**config.mk**
```make
export PLATFORM = sky130hd
export DESIGN_NAME = bcm_decode_top
export DESIGN_NICKNAME = d
export VERILOG_FILES = /design/src/verilog/bcm_pkg.sv /design/src/verilog/bcm_decode_top.sv /design/src/verilog/bcm_cond_eval.sv /design/src/verilog/bcm_field_split.sv
export VERILOG_INCLUDE_DIRS = /design/src /design/src/verilog
export SDC_FILE = /design/constraint.sdc
export NUM_CORES = 1
export LEC_CHECK = 0
export BUFFER_PORTS_ARGS = -buffer_cell sky130_fd_sc_hd__buf_2
export CAP_MARGIN = 15
export CORE_UTILIZATION = 45
export CTS_BUF_LIST = sky130_fd_sc_hd__clkbuf_16
export DETAILED_ROUTE_END_ITERATION = 7
export HOLD_SLACK_MARGIN = 0.15
export PLACE_DENSITY_LB_ADDON = 0.08
export SLEW_MARGIN = 20
export SYNTH_ARGS = -nofsm -noshare
export SYNTH_HDL_FRONTEND = slang
export SYNTH_SLANG_ARGS = --single-unit
export TNS_END_PERCENT = 50
```
**constraint.sdc**
```tcl
create_clock -name pclk -period 10 [get_ports pclk]
set_input_delay 0.5 -clock pclk [delete_from_list [all_inputs] [get_ports pclk]]
set_output_delay 0.5 -clock pclk [all_outputs]
set_load 0.02 [all_outputs]
```
**src/verilog/bcm_map.svh**
```systemverilog
`ifndef BCM_MAP_SVH
`define BCM_MAP_SVH

// Register byte offsets on the APB side
`define BCM_OFF_PC 8'h00
`define BCM_OFF_FLAGS 8'h04
`define BCM_OFF_EXT 8'h08
`define BCM_OFF_INSTR 8'h0C
`define BCM_OFF_SRC 8'h10
`define BCM_OFF_DST 8'h14
`define BCM_OFF_COUNT 8'h18
`define BCM_OFF_RET 8'h1C
`define BCM_OFF_STATUS 8'h20
`define BCM_OFF_STORE 8'h24
`define BCM_OFF_EXC_PC 8'h28

// Reset values
`define BCM_RST_PC 24'h000000
`define BCM_RST_FLAGS 8'h00
`define BCM_RST_WORD 32'h00000000

// Flag bit positions inside the flags register
`define BCM_FLAG_C 0
`define BCM_FLAG_V 1
`define BCM_FLAG_Z 2
`define BCM_FLAG_N 3

// Status register bit positions
`define BCM_STAT_BUSY 0
`define BCM_STAT_SLEEP 1
`define BCM_STAT_TRAP 2
`define BCM_STAT_ILLEGAL 3
`define BCM_STAT_TAKEN 4

// Trap vector table base; vector n sits at base plus four times n
`define BCM_TRAP_BASE 24'h000010

// Bytes in one instruction word
`define BCM_WORD_BYTES 24'h000002

`endif

```
**src/verilog/bcm_pkg.sv**
```systemverilog
package bcm_pkg;

    // Sequencer states
    typedef enum logic [2:0] {
        ST_IDLE, ST_EXEC, ST_MV_RD, ST_MV_WR, ST_FL_RD, ST_FL_WR, ST_SLEEP
    } bcm_state_e;

    // Primary opcode, top four bits of the instruction word
    typedef enum logic [3:0] {
        OP_NOP = 4'h0, OP_BCC = 4'h1, OP_JUMP = 4'h2, OP_RCALL = 4'h3,
        OP_ACALL = 4'h4, OP_RET = 4'h5, OP_TRAP = 4'h6, OP_RTE = 4'h7,
        OP_SLEEP = 4'h8, OP_LDF = 4'h9, OP_STF = 4'hA, OP_ANDF = 4'hB,
        OP_ORF = 4'hC, OP_XORF = 4'hD, OP_MOVE = 4'hE, OP_BAD = 4'hF
    } bcm_op_e;

    // Branch tests held in the condition field
    typedef enum logic [3:0] {
        CC_ALWAYS = 4'h0, CC_NEVER = 4'h1, CC_HIGH = 4'h2, CC_LOW_SAME = 4'h3,
        CC_CARRY_CLR = 4'h4, CC_CARRY_SET = 4'h5, CC_NOT_EQ = 4'h6, CC_EQ = 4'h7,
        CC_NO_OVF = 4'h8, CC_OVF = 4'h9, CC_PLUS = 4'hA, CC_MINUS = 4'hB,
        CC_GE = 4'hC, CC_LT = 4'hD, CC_GT = 4'hE, CC_LE = 4'hF
    } bcm_cond_e;

    // Fields split out of one instruction plus its extension
    typedef struct packed {
        bcm_op_e op;
        logic [3:0] op2;
        bcm_cond_e cond;
        logic [2:0] areg;
        logic [3:0] dreg;
        logic [7:0] imm8;
        logic [1:0] ext_words;
        logic [23:0] addr24;
        logic addr_ok;
        logic [15:0] disp16;
    } bcm_fields_s;

    // Request to the memory and fetch bus
    typedef struct packed {
        logic req;
        logic we;
        logic word;
        logic [23:0] addr;
        logic [15:0] wdata;
    } bcm_mem_s;

    // Entire state of the decoder
    typedef struct packed {
        bcm_state_e st;
        logic [23:0] pc;
        logic [7:0] flags;
        logic [31:0] ext;
        logic [15:0] instr;
        logic [23:0] src;
        logic [23:0] dst;
        logic [15:0] count;
        logic [23:0] ret;
        logic [23:0] exc_pc;
        logic [7:0] exc_flags;
        logic [7:0] store;
        logic [7:0] data;
        logic wide;
        logic trapped;
        logic illegal;
        logic taken;
        bcm_mem_s mem;
        logic [31:0] rdata;
        logic slverr;
    } bcm_regs_s;

endpackage

```
**src/verilog/bcm_decode_top.sv**
```systemverilog
// Implementation choices: register access over APB and the address map.
`timescale 1ns/1ps
`include "bcm_map.svh"

module bcm_decode_top
    import bcm_pkg::*;
(
    input wire logic pclk,
    input wire logic presetn,
    input wire logic psel,
    input wire logic penable,
    input wire logic pwrite,
    input wire logic [7:0] paddr,
    input wire logic [31:0] pwdata,
    output logic [31:0] prdata,
    output logic pready,
    output logic pslverr,
    output bcm_mem_s mem_o,
    input wire logic mem_ack,
    input wire logic [15:0] mem_rdata,
    input wire logic wake,
    output logic sleeping,
    output logic busy
);

    bcm_regs_s r_q; // Registered state
    bcm_regs_s r_d; // Next state
    bcm_fields_s f; // Fields of the held instruction
    logic cond_true; // Branch test result
    logic wr_ok; // Accepted APB write
    logic [23:0] step; // Bytes the held instruction occupies
    logic [23:0] pc_next; // Address of the following instruction

    // True when an offset is one of ours
    function automatic logic is_mapped(input logic [7:0] a);
        return (a == `BCM_OFF_PC) || (a == `BCM_OFF_FLAGS) || (a == `BCM_OFF_EXT) ||
            (a == `BCM_OFF_INSTR) || (a == `BCM_OFF_SRC) || (a == `BCM_OFF_DST) ||
            (a == `BCM_OFF_COUNT) || (a == `BCM_OFF_RET) || (a == `BCM_OFF_STATUS) ||
            (a == `BCM_OFF_STORE) || (a == `BCM_OFF_EXC_PC);
    endfunction

    // True when the active count has run out
    function automatic logic count_zero(input logic wide, input logic [15:0] cnt);
        return wide ? (cnt == 16'h0000) : (cnt[7:0] == 8'h00);
    endfunction

    // Read multiplexer for the APB side
    function automatic logic [31:0] read_mux(input logic [7:0] a, input bcm_regs_s s);
        logic [31:0] v;
        v = `BCM_RST_WORD;
        unique case (a)
            `BCM_OFF_PC: v = {8'h00, s.pc};
            `BCM_OFF_FLAGS: v = {24'h000000, s.flags};
            `BCM_OFF_EXT: v = s.ext;
            `BCM_OFF_INSTR: v = {16'h0000, s.instr};
            `BCM_OFF_SRC: v = {8'h00, s.src};
            `BCM_OFF_DST: v = {8'h00, s.dst};
            `BCM_OFF_COUNT: v = {16'h0000, s.count};
            `BCM_OFF_RET: v = {8'h00, s.ret};
            `BCM_OFF_STORE: v = {24'h000000, s.store};
            `BCM_OFF_EXC_PC: v = {8'h00, s.exc_pc};
            `BCM_OFF_STATUS: begin
                v[`BCM_STAT_BUSY] = (s.st != ST_IDLE);
                v[`BCM_STAT_SLEEP] = (s.st == ST_SLEEP);
                v[`BCM_STAT_TRAP] = s.trapped;
                v[`BCM_STAT_ILLEGAL] = s.illegal;
                v[`BCM_STAT_TAKEN] = s.taken;
            end
            default: v = `BCM_RST_WORD;
        endcase
        return v;
    endfunction

    // Field splitter on the held instruction
    bcm_field_split u_split (
        .instr(r_q.instr),
        .ext(r_q.ext),
        .fields(f)
    );

    bcm_cond_eval u_cond (
        .cond(f.cond),
        .flags(r_q.flags),
        .taken(cond_true)
    );

    assign step = `BCM_WORD_BYTES + 24'({f.ext_words, 1'b0});
    assign pc_next = r_q.pc + step;

    // Writes land only while idle and not refused at setup
    assign wr_ok = psel && penable && pwrite && !r_q.slverr && (r_q.st == ST_IDLE);

    // Next-state logic for the whole block
    always_comb begin
        r_d = r_q;
        // Setup phase: latch read data and the verdict
        if (psel && !penable) begin
            r_d.rdata = read_mux(paddr, r_q);
            r_d.slverr = !is_mapped(paddr) || (pwrite && (r_q.st != ST_IDLE));
        end
        // Register writes from software
        if (wr_ok) begin
            unique case (paddr)
                `BCM_OFF_PC: r_d.pc = pwdata[23:0];
                `BCM_OFF_FLAGS: r_d.flags = pwdata[7:0];
                `BCM_OFF_EXT: r_d.ext = pwdata;
                `BCM_OFF_SRC: r_d.src = pwdata[23:0];
                `BCM_OFF_DST: r_d.dst = pwdata[23:0];
                `BCM_OFF_COUNT: r_d.count = pwdata[15:0];
                `BCM_OFF_RET: r_d.ret = pwdata[23:0];
                `BCM_OFF_EXC_PC: r_d.exc_pc = pwdata[23:0];
                `BCM_OFF_INSTR: begin
                    // Writing an instruction starts its execution
                    r_d.instr = pwdata[15:0];
                    r_d.st = ST_EXEC;
                    r_d.trapped = 1'b0;
                    r_d.illegal = 1'b0;
                    r_d.taken = 1'b0;
                end
                default: r_d.st = r_q.st;
            endcase
        end
        unique case (r_q.st)
            // Waiting for software
            ST_IDLE: r_d.mem.req = 1'b0;
            // One-cycle decode and execute
            ST_EXEC: begin
                r_d.st = ST_IDLE;
                r_d.pc = pc_next;
                unique case (f.op)
                    OP_NOP: r_d.pc = pc_next;
                    OP_BCC: begin
                        if (cond_true) begin
                            r_d.pc = f.addr24;
                            r_d.taken = 1'b1;
                        end
                    end
                    OP_JUMP: begin
                        r_d.pc = f.addr24;
                        r_d.taken = 1'b1;
                    end
                    OP_RCALL: begin
                        r_d.ret = pc_next;
                        r_d.pc = pc_next + {{8{f.disp16[15]}}, f.disp16};
                        r_d.taken = 1'b1;
                    end
                    OP_ACALL: begin
                        r_d.ret = pc_next;
                        r_d.pc = f.addr24;
                        r_d.taken = 1'b1;
                    end
                    OP_RET: r_d.pc = r_q.ret;
                    OP_TRAP: begin
                        r_d.exc_pc = pc_next;
                        r_d.exc_flags = r_q.flags;
                        r_d.pc = `BCM_TRAP_BASE + 24'({f.imm8[1:0], 2'b00});
                        r_d.trapped = 1'b1;
                    end
                    OP_RTE: begin
                        r_d.pc = r_q.exc_pc;
                        r_d.flags = r_q.exc_flags;
                    end
                    OP_SLEEP: r_d.st = ST_SLEEP;
                    OP_LDF: begin
                        // memory source is a word read
                        if (f.op2[0]) begin
                            r_d.st = ST_FL_RD;
                            r_d.mem = '{1'b1, 1'b0, 1'b1, f.addr24, 16'h0000};
                        end else begin
                            r_d.flags = f.imm8;
                        end
                    end
                    OP_STF: begin
                        // memory destination is a word write
                        if (f.op2[0]) begin
                            r_d.st = ST_FL_WR;
                            r_d.mem = '{1'b1, 1'b1, 1'b1, f.addr24, {r_q.flags, 8'h00}};
                        end else begin
                            r_d.store = r_q.flags;
                        end
                    end
                    OP_ANDF: r_d.flags = r_q.flags & f.imm8;
                    OP_ORF: r_d.flags = r_q.flags | f.imm8;
                    OP_XORF: r_d.flags = r_q.flags ^ f.imm8;
                    OP_MOVE: begin
                        r_d.wide = f.op2[0];
                        if (!count_zero(f.op2[0], r_q.count)) begin
                            r_d.st = ST_MV_RD;
                        end
                    end
                    // Unused opcode is skipped and reported
                    OP_BAD: r_d.illegal = 1'b1;
                endcase
                // Out-of-range long address is reported; its low 24 bits are still used
                if ((f.ext_words == 2'd2) && !f.addr_ok) begin
                    r_d.illegal = 1'b1;
                end
            end
            // Byte read from the source pointer
            ST_MV_RD: begin
                if (r_q.mem.req && mem_ack) begin
                    r_d.data = mem_rdata[7:0];
                    r_d.mem.req = 1'b0;
                    r_d.st = ST_MV_WR;
                end else if (!r_q.mem.req) begin
                    r_d.mem = '{1'b1, 1'b0, 1'b0, r_q.src, 16'h0000};
                end
            end
            // Byte write to the destination pointer
            ST_MV_WR: begin
                if (r_q.mem.req && mem_ack) begin
                    r_d.mem.req = 1'b0;
                    r_d.src = r_q.src + 24'h000001;
                    r_d.dst = r_q.dst + 24'h000001;
                    if (r_q.wide) begin
                        r_d.count = r_q.count - 16'h0001;
                    end else begin
                        r_d.count[7:0] = r_q.count[7:0] - 8'h01;
                    end
                    // stop at once on the last byte
                    r_d.st = count_zero(r_q.wide, r_d.count) ? ST_IDLE : ST_MV_RD;
                end else if (!r_q.mem.req) begin
                    r_d.mem = '{1'b1, 1'b1, 1'b0, r_q.dst, {8'h00, r_q.data}};
                end
            end
            // Word read for load flags, upper byte kept
            ST_FL_RD: begin
                if (mem_ack) begin
                    r_d.flags = mem_rdata[15:8];
                    r_d.mem.req = 1'b0;
                    r_d.st = ST_IDLE;
                end
            end
            // Word write for store flags
            ST_FL_WR: begin
                if (mem_ack) begin
                    r_d.mem.req = 1'b0;
                    r_d.st = ST_IDLE;
                end
            end
            // Low power until woken
            ST_SLEEP: begin
                if (wake) begin
                    r_d.st = ST_IDLE;
                end
            end
        endcase
    end

    // State register
    always_ff @(posedge pclk or negedge presetn) begin
        if (!presetn) begin
            r_q <= '{st: ST_IDLE, pc: `BCM_RST_PC, flags: `BCM_RST_FLAGS,
                ext: `BCM_RST_WORD, rdata: `BCM_RST_WORD, default: '0};
        end else begin
            r_q <= r_d;
        end
    end

    // Outputs
    assign prdata = r_q.rdata;
    assign pready = 1'b1;
    assign pslverr = psel && penable && r_q.slverr;
    assign mem_o = r_q.mem;
    assign sleeping = (r_q.st == ST_SLEEP);
    assign busy = (r_q.st != ST_IDLE);

    logic ex; // Executing this cycle
    assign ex = (r_q.st == ST_EXEC);
endmodule

```
**src/verilog/bcm_cond_eval.sv**
```systemverilog
`timescale 1ns/1ps
`include "bcm_map.svh"

// Evaluates one branch test against the current flags
module bcm_cond_eval
    import bcm_pkg::*;
(
    input wire bcm_cond_e cond,
    input wire logic [7:0] flags,
    output logic taken
);

    logic c, z, v, n;

    // Flag taps
    assign c = flags[`BCM_FLAG_C];
    assign z = flags[`BCM_FLAG_Z];
    assign v = flags[`BCM_FLAG_V];
    assign n = flags[`BCM_FLAG_N];

    // Sixteen tests, every code legal
    always_comb begin
        unique case (cond)
            CC_ALWAYS: taken = 1'b1;
            CC_NEVER: taken = 1'b0;
            CC_HIGH: taken = !(c | z);
            CC_LOW_SAME: taken = c | z;
            CC_CARRY_CLR: taken = !c;
            CC_CARRY_SET: taken = c;
            CC_NOT_EQ: taken = !z;
            CC_EQ: taken = z;
            CC_NO_OVF: taken = !v;
            CC_OVF: taken = v;
            CC_PLUS: taken = !n;
            CC_MINUS: taken = n;
            CC_GE: taken = !(n ^ v);
            CC_LT: taken = n ^ v;
            CC_GT: taken = !(z | (n ^ v));
            CC_LE: taken = z | (n ^ v);
        endcase
    end

endmodule

```
**src/verilog/bcm_field_split.sv**
```systemverilog
`timescale 1ns/1ps
`include "bcm_map.svh"

// Splits an instruction word and its extension into fields
module bcm_field_split
    import bcm_pkg::*;
(
    input wire logic [15:0] instr,
    input wire logic [31:0] ext,
    output bcm_fields_s fields
);

    always_comb begin
        fields.op = bcm_op_e'(instr[15:12]);
        fields.op2 = instr[11:8];
        fields.cond = bcm_cond_e'(instr[11:8]);
        fields.areg = instr[6:4];
        fields.dreg = instr[3:0];
        fields.imm8 = instr[7:0];
        unique case (bcm_op_e'(instr[15:12]))
            OP_BCC, OP_JUMP, OP_ACALL: fields.ext_words = 2'd2;
            OP_RCALL: fields.ext_words = 2'd1;
            OP_LDF, OP_STF: fields.ext_words = instr[8] ? 2'd2 : 2'd0;
            default: fields.ext_words = 2'd0;
        endcase
        // top byte of address must be zero
        fields.addr24 = ext[23:0];
        fields.addr_ok = (ext[31:24] == 8'h00);
        fields.disp16 = ext[15:0];
    end

endmodule

```
==> results.yml, run 1 <==
worst_setup_path:
  worstSetupPathType: "flop to flop"
  startpoint_type: "flop"
  worst_r2r_path_depth: 19
  worstSetupEndpointType: "flop"
  cp.required_ns: 10.49
  cp_max_fo: 23
  cp.arrival_ns: 6.94
placed_design:
  place_inst: 2640
  place_hpwl_um: 53200
  preCtsSetupSlack_ns: 3.69
  dpl-instance-area_mm2: 0.0196
  port_buffers: 140
  gp_congestion: 0.944
yosys:
  yosys-top-cells-area: "dfrtp_1 39%, nand2_1 4.8%, mux2i_1 4.6%, o21ai_0 4.6%, nor2_1 3.9%"
  synth_ff_type: "dfrtp_1"
  synth.distinct_cells: 81
  synth_top_area_share_pct: 39.3
  syn-num-nets: 2273
  async_flop_share_pct: 100
  synth-edff-count: 0
  yosysSeqAreaShare_pct: 39.3
  yosys_warnings: 0
  syn_area_per_cell_um2: 8.81
  synth_most_common_cell: "dfrtp_1"
  ys_seq_elements: 299
  synth_cells: 2159
  synth_largest_area_cell: "dfrtp_1"
  synthesis.area_mm2: 0.0190
  synth_top_cells_by_count: "299 x dfrtp_1, 241 x nand2_1, 200 x nor2_1, 174 x o21ai_0, 138 x a21oi_1"
sta:
  worst_slack_ns: 3.55
  timing.final.crit_share_pct: 64.5
  hold-worst-slack_ns: 0.163
  tns_ns: 0
  max_freq_ghz: 0.155
  finalMaxSlewViolations: 0
  finalHoldViolations: 0
  relSlewSlack_pct: 29.6
  finalCriticalPeriod_ns: 6.45
  setup_viol: 0
  rsz0062_at_grt: "no"
  fin_skew_ns: 0.0164
  tightest_slew_ns: 1.05
clock_tree:
  clock_latency_ns: 0.57
  cts_buffer_depth: 3
  cts_buffers: 37
  htreeDepth: 2
  cts.sinks: 299
  tritoncts: "done"
  ctsResizeCount: 0
  path_clk_slew_ns: 0.06
  cts.root.buffer_cell: "clkbuf_16"
job:
  cap_violations: 0
route:
  postRouteAntennaNets: 0
  postRouteWirelength_um: 75300
  drtIter0Drc: 2090
  wl_per_cell_um: 27.8
  vias: 17800
  vias_per_cell: 6.56
  drc: 0
  first_pass_iters: 7
cells_and_area:
  finalNetCount: 2267
  final_area_mm2: 0.0208
  area_delta_synth_final_pct: 9.10
  drive_above_1_share_pct: 14.6
  utilization_pct: 50.3
  final_cells: 2712
global_route:
  grtUsageTotal_pct: 34.7
  grt-ovfl-total: 0
  grt_pass1_vias: 16700
  grt_pass1_wl_um: 112000
  grt_antenna_before_repair: 3
  grt_max_degree: 115
power_and_ir_drop:
  irDropWorstVdd_mv: 0.103
  total_power_mw: 3.79
  powerDensity_mw_per_mm2: 183
  p_leak_nw: 8.89
floorplan:
  num_io_pins: 142
  core_area_mm2: 0.0413
  die-area_mm2: 0.0431
  die_x_um: 208
  die_y_um: 208
  core.rowCount: 74
  start_util_pct: 46.1
worst_hold_path:
  worstHoldPathCells: 2
  hp-class: "primary input to flop"
status:
  status: "finished clean"
[cell usage in the layout (no fill, tap or decap), types with 25 or more instances in the layout]
cell type | Yosys | final
nand2_1 | 241 | 241
a21o_1 | 28 | 28
a21oi_1 | 138 | 138
o21ai_0 | 174 | 174
xnor2_1 | 25 | 25
and3_1 | 25 | 25
mux2_2 | 52 | 52
a22oi_1 | 71 | 71
ha_1 | 49 | 49
a221oi_1 | 53 | 53
dfrtp_1 | 299 | 299
a22o_1 | 32 | 32
nor3_1 | 31 | 29
mux2i_1 | 87 | 87
inv_1 | 47 | 58
buf_4 | 79 | 41
nor2_1 | 200 | 193
clkbuf_16 | 0 | 38
a211oi_1 | 29 | 29
nand3_1 | 49 | 48
buf_2 | 24 | 139
[registers in the layout, summed over array words and instances (netlist names)]
name / count
r_q: 224
mem_o: 43
prdata: 32
[timing repair]
action | CTS | global route
endpoints found under the hold margin | 118 | 0
hold buffers | 6 | 0
buffers inserted | 0 | 0
[cell type report]
type	instances	area, µm²
Fill cell	3986	20500
Multi-Input combinational cell	1581	10200
Sequential cell	299	7480
Timing Repair Buffer	187	1080
Clock buffer	38	951
Tap cell	532	666
Inverter	47	176
Clock inverter	26	158
Antenna cell	2	5.00
[cell families after synthesis]
group                    after synthesis  share of synthesized area, %
other                                  1                        0.0197
AO/OA/AOI/OAI                        687                          24.1
adder cells (fa/ha/maj)               51                          3.43
XOR/XNOR                              43                          1.98
multiplexers                         139                          7.66
flip-flops                           299                          39.3
AND/OR/NAND/NOR                      660                          16.2
buffers and inverters                279                          7.26
[per-layer routing]
metal	share of wire (%)	global-route usage [%]	vias to the layer above
met5	0.017	0	-
met4	2.6	10.4	2
met3	10	7.67	106
met2	41	49.3	935
met1	46	52.1	8872
li1	-	-	7868
[power breakdown]
part | leakage [nW] | internal [mW] | switching, mW
combinational | 4.55 | 0.340 | 0.563
sequential | 3.75 | 1.35 | 0.268
clock | 0.586 | 0.713 | 0.556
[worst max-delay path: stages (launching register included)]
cell	delay, ns
dfrtp_1	0.84
nand2_1	0.28
nor3_1	0.20
buf_4	0.31
inv_1	0.35
ha_1	0.32
inv_1	0.06
ha_1	0.18
fa_1	0.24
and4_1	0.29
nor3b_1	0.77
xor2_1	0.37
ha_1	0.38
nand3_1	0.13
a2111oi_0	0.07
or3_1	0.42
a221o_1	0.38
a311oi_1	0.35
mux2i_1	0.24
a2bb2oi_1	0.16
[path summary, 6_finish.rpt]
check	end	slack, ns	start
worst max-delay path	r_q[294]$_DFFE_PN0P_	3.55	r_q[228]$_DFFE_PN0P_
worst min-delay path	r_q[85]$_DFFE_PN0P_	0.16	mem_rdata[5]
worst max register to register	r_q[294]$_DFFE_PN0P_	3.55	r_q[228]$_DFFE_PN0P_
worst min register to register	mem_o[26]$_DFFE_PN0P_	0.47	mem_o[26]$_DFFE_PN0P_
max in group asynchronous	r_q[121]$_DFF_PN0_	7.14	presetn
min in group asynchronous	mem_o[0]$_DFFE_PN0P_	0.58	presetn
Power figures use the tool's default switching activity.
==> run 2, diff against run 1 <==
==> constraint.sdc (replaced) <==
create_clock -name pclk -period 5.55 [get_ports pclk]
set_input_delay 0.2775 -clock pclk [delete_from_list [all_inputs] [get_ports pclk]]
set_output_delay 0.2775 -clock pclk [all_outputs]
set_load 0.02 [all_outputs]
==> run 2 against run 1 <==
Compared with the run above: routed wire length down 2.7%; total power rose by 86%; via count increased by 0.89%; hold slack improved by 0.032 ns; clock skew is 0.0050 ns lower; global-route usage fell by 0.90 points; clock power up 94%; final area rose by 3.2%; critical path depth shrank 2; clock-buffer cell count did not move; largest cell class unchanged; largest power group unchanged; highest routed layer unchanged.
==> results.yml, run 2 (synthesis gave the netlist of run 1 again) <==
status:
  status: "finished clean"
route:
  vias_per_cell: 6.47
  postRouteAntennaNets: 0
  postRouteWirelength_um: 73300
  vias: 17900
  drc: 0
  first_pass_iters: 7
  wl_per_cell_um: 26.4
  drtIter0Drc: 2290
sta:
  max_freq_ghz: 0.193
  tns_ns: 0
  rsz0062_at_grt: "no"
  setup_viol: 0
  finalMaxSlewViolations: 0
  tightest_slew_ns: 1.14
  relSlewSlack_pct: 23.6
  hold-worst-slack_ns: 0.195
  finalHoldViolations: 0
  finalCriticalPeriod_ns: 5.19
  fin_skew_ns: 0.0114
  timing.final.crit_share_pct: 93.5
global_route:
  grt_antenna_before_repair: 2
  grt-ovfl-total: 0
  grt_pass1_vias: 16800
  grt_max_degree: 123
  grtUsageTotal_pct: 33.8
  grt_pass1_wl_um: 110000
worst_setup_path:
  startpoint_type: "flop"
  crit_chain: "nor2b_2 > o21ai_0 > o21ai_0 > ha_1 > ha_1 > fa_1 > and4_1 > nor3b_2 > xor2_1 > ha_1 > nand3_1 > a2111oi_0 > or3_1 > a221o_1 > a311oi_1 > mux2i_1 > a2bb2oi_1"
  worstSetupEndpointType: "flop"
  max_stage_delay_ns: 0.50
  crit_family: "compound AO/OA/AOI/OAI gates"
  cp.arrival_ns: 5.67
  cp_max_fo: 14
  crit_buf_inv: 0
  crit_slowest_cell: "dfrtp_2"
  cp.required_ns: 6.03
  cp_common_cell: "ha_1"
  worstSetupPathType: "flop to flop"
floorplan:
  die_x_um: 208
  core.rowCount: 74
  num_io_pins: 142
  die-area_mm2: 0.0431
  core_area_mm2: 0.0413
  die_y_um: 208
  start_util_pct: 46.1
cells_and_area:
  regArea_mm2: 0.00748
  multi_input_area_mm2: 0.0102
  layout_commonest_cell: "dfrtp_1"
  largest_reg_flops: 224
  layout_common_cells: "298 x dfrtp_1, 241 x nand2_1, 194 x nor2_1, 174 x o21ai_0, 139 x buf_2"
  finalNetCount: 2325
  area_delta_synth_final_pct: 12.6
  top_register: "r_q"
  drive_above_1_share_pct: 15.1
  utilization_pct: 51.9
  fillCellCount: 3898
clock_tree:
  htreeDepth: 2
  path_clk_slew_ns: 0.06
  tritoncts: "done"
  cts_buffer_depth: 3
  cts_buffers: 37
  clock_latency_ns: 0.57
  postCtsSetupBuffers: 0
  cts.root.buffer_cell: "clkbuf_16"
  cts.sinks: 299
placed_design:
  place_hpwl_um: 52200
  port_buffers: 140
  gp_congestion: 0.992
job:
  cap_violations: 0
power_and_ir_drop:
  powerDensity_mw_per_mm2: 329
  irDropWorstVdd_mv: 0.195
  p_leak_nw: 9.21
worst_hold_path:
  hp-class: "primary input to flop"
-- run 2: changes by cell type in the layout (fill, tap and decap cells not counted), moves of 2 or more --
cell	change
buf_4	+12
clkinv_1	-2
dlygate4sd3_1	+45
bufinv_16	+3
-- run 2: cell type report --
type / count / share of cell area (%)
multi-input cells: 1581 / 47.8
repair buffers: 245 / 7.65
clock inverters: 29 / 1.18
flip-flops and latches: 299 / 34.9
inverters: 47 / 0.824
diodes: 1 / 0.0117
well taps: 532 / 3.11
clock buffers: 38 / 4.44
-- run 2: final timing paths --
| kind | cells after the start | from | to | slack (ns) |
|---|---|---|---|---|
| max | 17 | r_q[229]$_DFFE_PN0P_ | r_q[294]$_DFFE_PN0P_ | 0.36 |
| min reg2reg | 2 | mem_o[36]$_DFFE_PN0P_ | mem_o[36]$_DFFE_PN0P_ | 0.47 |
| min | 3 | pwdata[7] | r_q[223]$_DFFE_PN0P_ | 0.19 |
| max reg2reg | 17 | r_q[229]$_DFFE_PN0P_ | r_q[294]$_DFFE_PN0P_ | 0.36 |
| max in group asynchronous | 3 | presetn | r_q[290]$_DFFE_PN0P_ | 3.67 |
| min in group asynchronous | 2 | presetn | mem_o[0]$_DFFE_PN0P_ | 0.37 |
-- run 2: repair_timing --
| item | CTS | global route |
|---|---|---|
| endpoints found under the setup margin | 0 | 5 |
| endpoints found under the hold margin | 211 | 0 |
| resized for setup | 0 | 4 |
| hold buffers | 51 | 0 |
-- run 2: per-stage QoR --
step           instances  area, µm²  power, mW  setup WS, ns
6_report            2772      21400       7.04         0.359
5_1_grt             2772      21400       7.35         0.128
4_1_cts             2771      21400       7.01         0.168
3_5_place_dp        2653      19700       4.51         0.176
3_3_place_gp        2653      19700       4.49         0.414
2_1_floorplan       2159      19000       3.93         0.436
-- run 2: worst register-to-register path: stages (launching register included) --
cell       delay, ns
dfrtp_2         0.50
nor2b_2         0.22
o21ai_0         0.12
o21ai_0         0.32
ha_1            0.31
ha_1            0.22
fa_1            0.42
and4_1          0.24
nor3b_2         0.22
xor2_1          0.35
ha_1            0.39
nand3_1         0.14
a2111oi_0       0.08
or3_1           0.42
a221o_1         0.40
a311oi_1        0.36
mux2i_1         0.23
a2bb2oi_1       0.17
-- run 2: report_power, final --
group	leakage (nW)	internal, mW	switching, mW	total, mW
Combinational	4.84	0.644	1.03	1.67
Sequential	3.75	2.43	0.473	2.91
Clock	0.629	1.43	1.03	2.46
Total	9.21	4.51	2.53	7.04
-- run 2: metal layers --
metal | track usage, % | vias to the layer above | part of all wire, %
met3 | 9.29 | 125 | 11
met1 | 49.7 | 8795 | 45
met5 | 0 | - | 0.0096
met4 | 9.86 | 2 | 2.9
li1 | - | 7993 | -
met2 | 47.8 | 1027 | 41
